$ cat src/smape_defs.vh
// Constants for the SFR area mapping and module page extension block.
// Assumes an 8-bit SFR bus whose SFR addresses lie in 80h..FFh.
`ifndef SMAPE_DEFS_VH
`define SMAPE_DEFS_VH

// ==========================================================
// Addresses on the SFR bus
`define SMAPE_SFR_BASE 8'h80
`define SMAPE_SC0_ADDR 8'h8F
`define SMAPE_PAGE_ADDR 8'hA1
`define SMAPE_PAGED_LO 8'hA2
`define SMAPE_PAGED_HI 8'hA7
`define SMAPE_MDU_LO 8'hB0
`define SMAPE_MDU_HI 8'hB7

// ==========================================================
// System control register fields and reset value
`define SMAPE_SC0_RESET 8'h04
`define SMAPE_SC0_AREA_BIT 0
`define SMAPE_SC0_ONE_BIT 2
`define SMAPE_SC0_INTERRUPT_MODE_BIT_BIT 4

// ==========================================================
// Module page register fields
`define SMAPE_PG_PAGE_MSB 2
`define SMAPE_PG_SLOT_MSB 5
`define SMAPE_PG_SLOT_LSB 4
`define SMAPE_PG_OP_MSB 7
`define SMAPE_PG_OP_LSB 6
`define SMAPE_PG_OP_SAVE 2'h2
`define SMAPE_PG_OP_RESTORE 2'h3
`define SMAPE_PG_RESET 3'h0
`define SMAPE_PG_SLOTS 4

`endif

$ cat src/smape_sysctl.v
// System control register zero: area select, interrupt mode, fixed bits.
// Assumes the caller qualifies the write strobe with the clock enable.
`timescale 1ns/1ps
`default_nettype none
`include "smape_defs.vh"

module smape_sysctl
(
  input wire clk,
  input wire rst_b,
  input wire wrEn,
  input wire [7:0] wrData,
  output wire sfrAreaSelect,
  output wire interruptModeBit,
  output wire [7:0] rdData
);

  localparam [7:0] SC0_RST = `SMAPE_SC0_RESET;

  reg area_q;
  reg interrupt_mode_bit_q;

  // ==========================================================
  // Writable bits
  always @(posedge clk)
  begin
    if (!rst_b)
    begin
      area_q <= SC0_RST[`SMAPE_SC0_AREA_BIT];
      interrupt_mode_bit_q <= SC0_RST[`SMAPE_SC0_INTERRUPT_MODE_BIT_BIT];
    end
    else if (wrEn)
    begin
      area_q <= wrData[`SMAPE_SC0_AREA_BIT];
      interrupt_mode_bit_q <= wrData[`SMAPE_SC0_INTERRUPT_MODE_BIT_BIT];
    end
  end

  assign sfrAreaSelect = area_q;
  assign interruptModeBit = interrupt_mode_bit_q;
  // Bit 2 reads one, bits 7..5, 3 and 1 read zero
  assign rdData = {3'h0, interrupt_mode_bit_q, 1'b0, 1'b1, 1'b0, area_q};

endmodule // smape_sysctl
`default_nettype wire

$ cat src/smape_page_reg.v
// Module page register with four save/restore slots.
// Assumes the caller qualifies the write strobe with the clock enable.
`timescale 1ns/1ps
`default_nettype none
`include "smape_defs.vh"

module smape_page_reg
#(
  parameter PAGE_W = 3
)
(
  input wire clk,
  input wire rst_b,
  input wire wrEn,
  input wire [7:0] wrData,
  output wire [PAGE_W-1:0] page,
  output wire [7:0] rdData
);

  reg [PAGE_W-1:0] page_q;
  reg [PAGE_W-1:0] slot_q [0:`SMAPE_PG_SLOTS-1];
  wire [1:0] op = wrData[`SMAPE_PG_OP_MSB:`SMAPE_PG_OP_LSB];
  wire [1:0] slotSel = wrData[`SMAPE_PG_SLOT_MSB:`SMAPE_PG_SLOT_LSB];
  genvar gi;

  // ==========================================================
  // Current page
  always @(posedge clk)
  begin
    if (!rst_b)
      page_q <= `SMAPE_PG_RESET;
    else if (wrEn)
    begin
      if (op == `SMAPE_PG_OP_RESTORE)
        page_q <= slot_q[slotSel];
      else
        page_q <= wrData[PAGE_W-1:0];
    end
  end

  // ==========================================================
  // Storage slots, old page copied in on a save
  generate
    for (gi = 0; gi < `SMAPE_PG_SLOTS; gi = gi + 1)
    begin : gSlot
      always @(posedge clk)
      begin
        if (!rst_b)
          slot_q[gi] <= `SMAPE_PG_RESET;
        else if (wrEn && op == `SMAPE_PG_OP_SAVE && slotSel == gi)
          slot_q[gi] <= page_q;
      end
    end
  endgenerate

  assign page = page_q;
  assign rdData = {{(8-PAGE_W){1'b0}}, page_q};

endmodule // smape_page_reg
`default_nettype wire

$ cat src/smape_sfr_map.v
// SFR area mapping and paged address extension in front of the peripherals.
// Assumes one CPU request at a time; a read to a peripheral is answered
// combinationally on periphRdData in the cycle the forward strobe is high.
`timescale 1ns/1ps
`default_nettype none
`include "smape_defs.vh"

module smape_sfr_map
#(
  parameter PAGE_W = 3
)
(
  input wire clk,
  input wire rst_b,
  input wire clkEn,
  input wire [7:0] cpuAddr,
  input wire [7:0] cpuWrData,
  input wire cpuWrEn,
  input wire cpuRdEn,
  output wire cpuBusy,
  output wire [7:0] cpuRdData,
  output wire cpuRdValid,
  output wire sfrAreaSelect,
  output wire interruptModeBit,
  output wire [PAGE_W-1:0] modulePage,
  output wire fwdWr,
  output wire fwdRd,
  output wire [3:0] fwdTarget,
  output wire [7:0] fwdIndex,
  output wire [PAGE_W+7:0] fwdExtAddr,
  output wire [7:0] fwdWrData,
  input wire [7:0] periphRdData
);

  // ==========================================================
  // Target codes, one-hot
  localparam [3:0] TGT_STD = 4'h1;
  localparam [3:0] TGT_MAP = 4'h2;
  localparam [3:0] TGT_MDU = 4'h4;
  localparam [3:0] TGT_PAGED = 4'h8;

  // Read answer states, one-hot
  localparam [1:0] ST_IDLE = 2'h1;
  localparam [1:0] ST_WAIT = 2'h2;

  // Inclusive address range check
  function inRange;
    input [7:0] addr;
    input [7:0] lo;
    input [7:0] hi;
    begin
      inRange = (addr >= lo) && (addr <= hi);
    end
  endfunction

  reg [1:0] state_q;
  reg [1:0] state_d;
  reg [7:0] rdData_q;
  reg [7:0] rdData_d;
  reg rdValid_q;
  reg rdValid_d;
  reg fwdWr_q;
  reg fwdRd_q;
  reg [3:0] fwdTarget_q;
  reg [7:0] fwdIndex_q;
  reg [PAGE_W+7:0] fwdExtAddr_q;
  reg [7:0] fwdWrData_q;

  wire [7:0] sc0RdData;
  wire [7:0] pageRdData;
  wire areaSel;
  wire [PAGE_W-1:0] curPage;

  // ==========================================================
  // Request decode
  wire idle = (state_q == ST_IDLE);
  wire isSfr = cpuAddr[7];
  wire wrReq = clkEn && idle && cpuWrEn && isSfr;
  wire rdReq = clkEn && idle && cpuRdEn && !cpuWrEn;
  wire hitSc0 = (cpuAddr == `SMAPE_SC0_ADDR);
  wire hitPage = !areaSel && (cpuAddr == `SMAPE_PAGE_ADDR);
  wire hitPaged = !areaSel && inRange(cpuAddr, `SMAPE_PAGED_LO, `SMAPE_PAGED_HI);
  wire hitMdu = areaSel && inRange(cpuAddr, `SMAPE_MDU_LO, `SMAPE_MDU_HI);
  wire hitLocal = hitSc0 || hitPage;

  reg [3:0] target;
  always @*
  begin
    if (hitPaged)
      target = TGT_PAGED;
    else if (hitMdu)
      target = TGT_MDU;
    else if (areaSel)
      target = TGT_MAP;
    else
      target = TGT_STD;
  end

  // ==========================================================
  // Local registers
  smape_sysctl uSysctl
  (
    .clk(clk),
    .rst_b(rst_b),
    .wrEn(wrReq && hitSc0),
    .wrData(cpuWrData),
    .sfrAreaSelect(areaSel),
    .interruptModeBit(interruptModeBit),
    .rdData(sc0RdData)
  );

  smape_page_reg #(.PAGE_W(PAGE_W)) uPage
  (
    .clk(clk),
    .rst_b(rst_b),
    .wrEn(wrReq && hitPage),
    .wrData(cpuWrData),
    .page(curPage),
    .rdData(pageRdData)
  );

  // ==========================================================
  // Read answer sequencing
  always @*
  begin
    state_d = state_q;
    rdData_d = rdData_q;
    rdValid_d = 1'b0;
    case (state_q)
      ST_IDLE:
      begin
        if (rdReq)
        begin
          if (!isSfr)
          begin
            rdData_d = 8'h00;
            rdValid_d = 1'b1;
          end
          else if (hitSc0)
          begin
            rdData_d = sc0RdData;
            rdValid_d = 1'b1;
          end
          else if (hitPage)
          begin
            rdData_d = pageRdData;
            rdValid_d = 1'b1;
          end
          else
            state_d = ST_WAIT;
        end
      end
      ST_WAIT:
      begin
        rdData_d = periphRdData;
        rdValid_d = 1'b1;
        state_d = ST_IDLE;
      end
      default:
        state_d = ST_IDLE;
    endcase
  end

  always @(posedge clk)
  begin
    if (!rst_b)
    begin
      state_q <= ST_IDLE;
      rdData_q <= 8'h00;
      rdValid_q <= 1'b0;
    end
    else if (clkEn)
    begin
      state_q <= state_d;
      rdData_q <= rdData_d;
      rdValid_q <= rdValid_d;
    end
  end

  // ==========================================================
  // Forwarding to peripherals
  always @(posedge clk)
  begin
    if (!rst_b)
    begin
      fwdWr_q <= 1'b0;
      fwdRd_q <= 1'b0;
      fwdTarget_q <= 4'h0;
      fwdIndex_q <= 8'h00;
      fwdExtAddr_q <= {(PAGE_W+8){1'b0}};
      fwdWrData_q <= 8'h00;
    end
    else if (clkEn)
    begin
      fwdWr_q <= wrReq && !hitLocal;
      fwdRd_q <= rdReq && isSfr && !hitLocal;
      if ((wrReq || (rdReq && isSfr)) && !hitLocal)
      begin
        fwdTarget_q <= target;
        fwdIndex_q <= {areaSel, cpuAddr[6:0]};
        fwdExtAddr_q <= {curPage, cpuAddr};
        fwdWrData_q <= cpuWrData;
      end
    end
  end

  assign cpuBusy = !idle;
  assign cpuRdData = rdData_q;
  assign cpuRdValid = rdValid_q;
  assign sfrAreaSelect = areaSel;
  assign modulePage = curPage;
  assign fwdWr = fwdWr_q;
  assign fwdRd = fwdRd_q;
  assign fwdTarget = fwdTarget_q;
  assign fwdIndex = fwdIndex_q;
  assign fwdExtAddr = fwdExtAddr_q;
  assign fwdWrData = fwdWrData_q;

endmodule // smape_sfr_map
`default_nettype wire

$ cat config.mk
export PLATFORM = sky130hd
export DESIGN_NAME = smape_sfr_map
export DESIGN_NICKNAME = d
export VERILOG_FILES = /design/src/smape_sysctl.v /design/src/smape_page_reg.v /design/src/smape_sfr_map.v
export VERILOG_INCLUDE_DIRS = /design/src
export SDC_FILE = /design/constraint.sdc
export NUM_CORES = 1
export LEC_CHECK = 0
export BUFFER_PORTS_ARGS = -buffer_cell sky130_fd_sc_hd__buf_2
export CAP_MARGIN = 10
export CELL_PAD_IN_SITES_DETAIL_PLACEMENT = 1
export CELL_PAD_IN_SITES_GLOBAL_PLACEMENT = 1
export CORE_MARGIN = 2
export CORE_UTILIZATION = 38
export CTS_CLUSTER_SIZE = 25
export DETAILED_ROUTE_END_ITERATION = 10
export PLACE_DENSITY = 0.77
export SLEW_MARGIN = 10
export SYNTH_ARGS = -nofsm -noshare
export SYNTH_HDL_FRONTEND = slang
export SYNTH_SLANG_ARGS = --single-unit
$ cat constraint.sdc
create_clock -name clk -period 2.7 [get_ports clk]
set_input_delay 0.27 -clock clk [delete_from_list [all_inputs] [get_ports clk]]
set_output_delay 0.27 -clock clk [all_outputs]
set_load 0.03 [all_outputs]
==> results.sh, run 1 <==
export IMPL_grt_pass1_wl_um=12100
export IMPL_multi_input_area_sq_mm=0.00118
export IMPL_cts_tree="done"
export IMPL_power_share_clock_pct=31.2
export IMPL_syn_nets=315
export IMPL_final_fill_count=789
export IMPL_hpwlAfterDp_um=5600
export IMPL_avgViaCountPerCell=5.61
export IMPL_power_frac_comb_pct=13.3
export IMPL_ant_nets=0
export IMPL_rows=29
export IMPL_ys_top_cells_by_count="dfxtp_1, nand3_1, o21ai_0"
export IMPL_track_usage_pct=20.7
export IMPL_synth_seq_cells=54
export IMPL_cpLargestDelayFamily="simple AND/OR/NAND/NOR gates"
export IMPL_power_switching_uw=441
export IMPL_routabilityCongestion=0.797
export IMPL_synth_top_area_share_pct=32.9
export IMPL_cp_required_ns=2.68
export IMPL_hold_path_depth=3
export IMPL_hold_viol=0
export IMPL_crit_type="register to register"
export IMPL_cp_cell_sequence="ha_1 > nand4_1 > nor4_1 > nand3_1 > o21ai_0"
export IMPL_period_needed_ns=2.53
export IMPL_fin_skew_ns=0.0131
export IMPL_start_util_pct=39.8
export IMPL_async_reset_ff_share_pct=0
export IMPL_synth_seq_area_share_pct=47.0
export IMPL_antenna_found_initial=0
export IMPL_cpPeakStageDelay_ns=0.54
export IMPL_cts_inserted_buffers=5
export IMPL_reg2reg_to="uPage.slot_q[3][2]"
export IMPL_ir_worst_vdd_uv=264
export IMPL_p_leak_nw=1.26
export IMPL_die_h_um=86.0
export IMPL_grt_start_max_net_pins=28
export IMPL_synthFlopType="dfxtp_1"
export IMPL_hold_start="cpuWrData[3]"
export IMPL_path_clk_slew_ns=0.11
export IMPL_overflow=0
export IMPL_root_buffer="clkbuf_8"
export IMPL_rrSetupSlack_ns=0.17
export IMPL_fin_cells=423
export IMPL_yosysMostFrequentCell="dfxtp_1"
export IMPL_die_w_um=86.0
export IMPL_yosysWarnings=0
export IMPL_cts_sinks=54
export IMPL_regArea_sq_mm=0.00120
export IMPL_status="finished, final reports clean"
export IMPL_grt_pass1_vias=2329
export IMPL_switching_share_pct=28.6
export IMPL_placed_cells=415
export IMPL_fin_area_sq_mm=0.00303
export IMPL_drive_above_1_share_pct=28.6
export IMPL_cts_htree_levels=2
export IMPL_p_int_mw=1.10
export IMPL_r2r_start="state_q[0]"
export IMPL_fmax_mhz=395
export IMPL_wl_per_cell_um=17.7
export IMPL_critPathLaunchType="register"
export IMPL_worstMarginPinSlew_ns=0.717
export IMPL_drt_pass1_iterations=4
export IMPL_syn_area_sq_mm=0.00255
export IMPL_fin_tns_setup_ns=0
export IMPL_cts_setup_buffers=0
export IMPL_setup_viol=0
export IMPL_n_antenna_cell=0
export IMPL_top_layer_used="met4"
export IMPL_wl_um=7510
export IMPL_dr_wl_met3_um=358
export IMPL_crit_arrival_ns=2.51
export IMPL_drt_met1_wl_um=3400
export IMPL_maxCapViolCount=0
export IMPL_drc_errors=0
export IMPL_drt_iter0_drc=93
export IMPL_coreArea_sq_mm=0.00642
export IMPL_cts_path_max_buffers=2
export IMPL_p_seq_share_pct=55.5
export IMPL_syn_avg_cell_area_sq_um=8.99
export IMPL_path_buf_inv=0
export IMPL_synth_area_leaders="dfxtp_1, edfxtp_1, nand3_1"
export IMPL_synthToLayoutAreaGrowth_pct=18.6
export IMPL_wl_met2_um=3680
export IMPL_place_area_sq_mm=0.00293
export IMPL_postCtsHoldBufs=0
export IMPL_maxSlewViolCount=0
export IMPL_min_period_over_period_pct=93.9
export IMPL_ioPinCount=77
export IMPL_nets=376
export IMPL_cp_max_fo=8
export IMPL_slew_headroom_pct=51.8
export IMPL_num_vias=2373
export IMPL_cpMaxStageDelayCell="nor4_1"
export IMPL_grt_setup_unrepaired="false"
export IMPL_syn_inst=284
export IMPL_holdCritPathClass="input port to register"
export IMPL_synth_edf_count=12
export IMPL_port_buffers=76
export IMPL_die_area_sq_mm=0.00739
export IMPL_hold_path_end="fwdWrData[3]"
export IMPL_clock_latency_ns=0.32
export IMPL_synth_distinct_cells=48
export IMPL_ff2ff_path_depth=5
export IMPL_p_per_area_mw_per_mm2=509
export IMPL_worst_setup_path_end_kind="register"
export IMPL_yosysTopAreaCell="dfxtp_1"
export IMPL_cts_resized=0
export IMPL_power_mw=1.54
==> area by class of cell <==
type | count | area share (%)
Clock buffer | 5 | 2.27
Clock inverter | 3 | 0.867
Inverter | 11 | 1.36
Multi-Input combinational cell | 192 | 38.9
Sequential cell | 54 | 39.7
Tap cell | 77 | 3.18
Timing Repair Buffer | 81 | 13.8
==> metal layers <==
metal  up-vias  global-route usage, %
li1       1149                      -
met4         0                   4.91
met5         -                      0
met2        65                   35.2
met1      1153                   27.2
met3         6                   4.04
==> metrics by stage <==
stage	hold WS [ns]	setup slack [ns]	util, %
finish	0.193	0.166	47.2
global route	0.202	0.0156	47.2
CTS	0.193	0.157	47.2
detailed placement	0.455	0.131	45.7
global placement	0.443	0.347	45.7
floorplan	0.417	0.638	-
==> logic make-up after synthesis <==
kind of cell / after synthesis / share of synthesized area [%]
buffers and inverters: 38 / 6.86
adder cells (fa/ha/maj): 2 / 0.980
multiplexers: 12 / 6.22
AO/OA/AOI/OAI: 78 / 18.5
flip-flops: 54 / 47.0
AND/OR/NAND/NOR: 100 / 20.4
==> flip-flops by register name (all words and copies together) (netlist names) <==
name	count
uPage.slot_q	12
cpuRdData	8
fwdIndex	8
fwdWrData	8
fwdExtAddr	4
fwdTarget	4
uPage.page	3
state_q	2
cpuRdValid	1
fwdRd	1
fwdWr	1
uSysctl.interruptModeBit	1
uSysctl.sfrAreaSelect	1
==> power by group through the flow <==
stage               clock [mW]  sequential [mW]  combinational [mW]
floorplan                    0            0.900               0.108
global placement             0            0.873               0.200
detailed placement           0            0.875               0.205
CTS                      0.485            0.856               0.205
global route             0.522            0.858               0.223
finish                   0.481            0.856               0.205
==> how the worst max path moves through the flow <==
stage	startpoint	slack, ns	end	cells after the start
after floorplan	cpuAddr[2]	0.64	uPage.slot_q[1][0]	5
after global placement	cpuAddr[2]	0.35	uPage.slot_q[3][0]	5
after detailed placement	cpuAddr[2]	0.13	uPage.slot_q[3][1]	5
after CTS	state_q[0]	0.16	uPage.slot_q[3][2]	5
after global routing	state_q[1]	0.02	uPage.slot_q[3][2]	6
final	state_q[0]	0.17	uPage.slot_q[3][2]	5
==> worst reg2reg max path: cells and delay by family, from the launching register on <==
| family | cells | cell delay, ns |
|---|---|---|
| compound gates | 1 | 0.49 |
| fa+ha+maj | 1 | 0.29 |
| simple gates | 3 | 1.04 |
| flops | 1 | 0.39 |
==> placed cells by master (no fill, tap or decap), types with 3 or more instances in the layout <==
cell | netlist | routed
buf_4 | 7 | 5
clkbuf_8 | 0 | 5
nor2_1 | 19 | 19
nor2b_1 | 3 | 3
a21oi_1 | 28 | 28
inv_1 | 11 | 11
buf_2 | 3 | 76
dfxtp_1 | 42 | 42
clkinv_4 | 0 | 3
a31oi_1 | 3 | 3
mux4_2 | 3 | 3
o21ai_0 | 29 | 29
nand4_1 | 3 | 3
nand3_1 | 30 | 30
nand2_1 | 24 | 24
edfxtp_1 | 12 | 12
mux2i_1 | 8 | 8
No activity file was read; power rests on OpenSTA's default activity.
==> inputs of run 2 (changes only) <==
- PLACE_DENSITY: 0.77 -> 0.8
==> results.sh, run 2 (synthesis results as in run 1) <==
export IMPL_grt_use_met1_pct=27.5
export IMPL_fin_tns_setup_ns=0
export IMPL_grt_start_max_net_pins=29
export IMPL_r2r_start="state_q[1]"
export IMPL_rrSetupSlack_ns=0.33
export IMPL_critPathLaunchType="register"
export IMPL_wl_um=7460
export IMPL_met3_usage_pct=4.33
export IMPL_status="finished, final reports clean"
export IMPL_routabilityCongestion=0.797
export IMPL_maxCapViolCount=0
export IMPL_root_buffer="clkbuf_8"
export IMPL_grt_pass1_vias=2444
export IMPL_coreArea_sq_mm=0.00642
export IMPL_cts_tree="done"
export IMPL_num_vias=2386
export IMPL_port_buffers=76
export IMPL_crit_type="register to register"
export IMPL_grt_pass1_wl_um=12300
export IMPL_worst_setup_path_end_kind="register"
export IMPL_ir_worst_vdd_uv=231
export IMPL_cts_htree_levels=2
export IMPL_avgViaCountPerCell=5.64
export IMPL_n_antenna_cell=0
export IMPL_power_frac_comb_pct=13.7
export IMPL_utilization_pct=47.0
export IMPL_track_usage_pct=21.1
export IMPL_min_period_over_period_pct=87.9
export IMPL_hpwlAfterDp_um=5570
export IMPL_cts_resized=0
export IMPL_start_util_pct=39.8
export IMPL_switching_share_pct=27.6
export IMPL_synthToLayoutAreaGrowth_pct=18.2
export IMPL_rows=29
export IMPL_drt_iter0_drc=129
export IMPL_clock_latency_ns=0.31
export IMPL_cp_required_ns=2.66
export IMPL_fin_skew_ns=0.00892
export IMPL_drt_pass1_iterations=4
export IMPL_power_switching_uw=416
export IMPL_antenna_found_initial=0
export IMPL_slew_headroom_pct=48.6
export IMPL_drive_above_1_share_pct=28.3
export IMPL_postCtsHoldBufs=0
export IMPL_hold_start="periphRdData[7]"
export IMPL_cts_path_max_buffers=2
export IMPL_overflow=0
export IMPL_maxSlewViolCount=0
export IMPL_path_clk_slew_ns=0.10
export IMPL_use_met2_pct=34.9
export IMPL_fmax_mhz=421
export IMPL_wl_per_cell_um=17.6
export IMPL_die_area_sq_mm=0.00739
export IMPL_cts_setup_buffers=0
export IMPL_layout_commonest_cell="buf_2"
export IMPL_hold_viol=0
export IMPL_p_leak_nw=1.26
export IMPL_grt_setup_unrepaired="false"
export IMPL_grt_busiest_layer="met2"
export IMPL_crit_arrival_ns=2.34
export IMPL_final_cell_mix="buf_2, dfxtp_1, nand3_1"
export IMPL_largest_register="uPage.slot_q"
export IMPL_setup_viol=0
export IMPL_holdCritPathClass="input port to register"
export IMPL_p_seq_share_pct=56.7
export IMPL_ant_nets=0
export IMPL_drc_errors=0
export IMPL_ioPinCount=77
export IMPL_nets=376
export IMPL_power_share_clock_pct=29.6
export IMPL_cp_max_fo=8
export IMPL_largest_register_ffs=12
export IMPL_worstSetupStartpoint="state_q[1]"
export IMPL_worstMarginPinSlew_ns=0.764
export IMPL_period_needed_ns=2.37
export IMPL_die_w_um=86.0
export IMPL_cts_sinks=54
export IMPL_cts_inserted_buffers=5
export IMPL_die_h_um=86.0
export IMPL_p_per_area_mw_per_mm2=499
export IMPL_p_int_mw=1.09
[run 2: cell count changes in the layout (fill, tap and decap cells not counted)]
cell        change
clkinvlp_4      +1
clkinv_2        +1
o21ai_1         +2
clkinv_1        +1
clkinv_4        -3
o21ai_0         -2
[run 2: power by group through the flow]
| stage | combinational (mW) | sequential [mW] | clock, mW |
|---|---|---|---|
| 3_5_place_dp | 0.206 | 0.874 | 0 |
| 5_1_grt | 0.224 | 0.859 | 0.497 |
| 4_1_cts | 0.207 | 0.856 | 0.459 |
| 6_report | 0.206 | 0.855 | 0.446 |
| 2_1_floorplan | 0.108 | 0.900 | 0 |
| 3_3_place_gp | 0.201 | 0.873 | 0 |
[run 2: final timing paths]
check,to,cells past startpoint
setup reg to reg,uPage.slot_q[0][0],6
setup / recovery,uPage.slot_q[0][0],6
hold / removal,cpuRdData[7],3
hold reg to reg,fwdRd,2
[run 2: cell type report]
| class | instances | area (sq um) |
|---|---|---|
| Timing Repair Buffer | 81 | 418 |
| Inverter | 11 | 41.3 |
| Fill cell | 789 | 3400 |
| Tap cell | 77 | 96.3 |
| Clock inverter | 3 | 16.3 |
| Sequential cell | 54 | 1200 |
| Multi-Input combinational cell | 192 | 1180 |
| Clock buffer | 5 | 68.8 |
[run 2: worst max-delay path, cell delays in order (launching register included)]
cell	delay, ns
dfxtp_1	0.32
inv_1	0.07
ha_1	0.25
nand4_1	0.16
nor4_1	0.45
nand3b_1	0.30
o21ai_0	0.47
[run 2: stage by stage]
| stage | hold slack [ns] | cell area, sq um | worst slack [ns] | std cells | total power [mW] |
|---|---|---|---|---|---|
| 3_5_place_dp | 0.453 | 2930 | 0.212 | 415 | 1.08 |
| 4_1_cts | 0.215 | 3020 | 0.304 | 423 | 1.52 |
| 5_1_grt | 0.216 | 3020 | 0.0573 | 423 | 1.58 |
| 6_report | 0.218 | 3020 | 0.327 | 423 | 1.51 |
| 2_1_floorplan | 0.417 | 2550 | 0.638 | 284 | 1.01 |
| 3_3_place_gp | 0.445 | 2930 | 0.353 | 415 | 1.07 |
[run 2: metal layers]
metal | vias to the layer above | part of all wire, %
met2 | 81 | 50
met3 | 13 | 5.9
met1 | 1149 | 42
met5 | - | 0
met4 | 0 | 2.1
li1 | 1143 | -
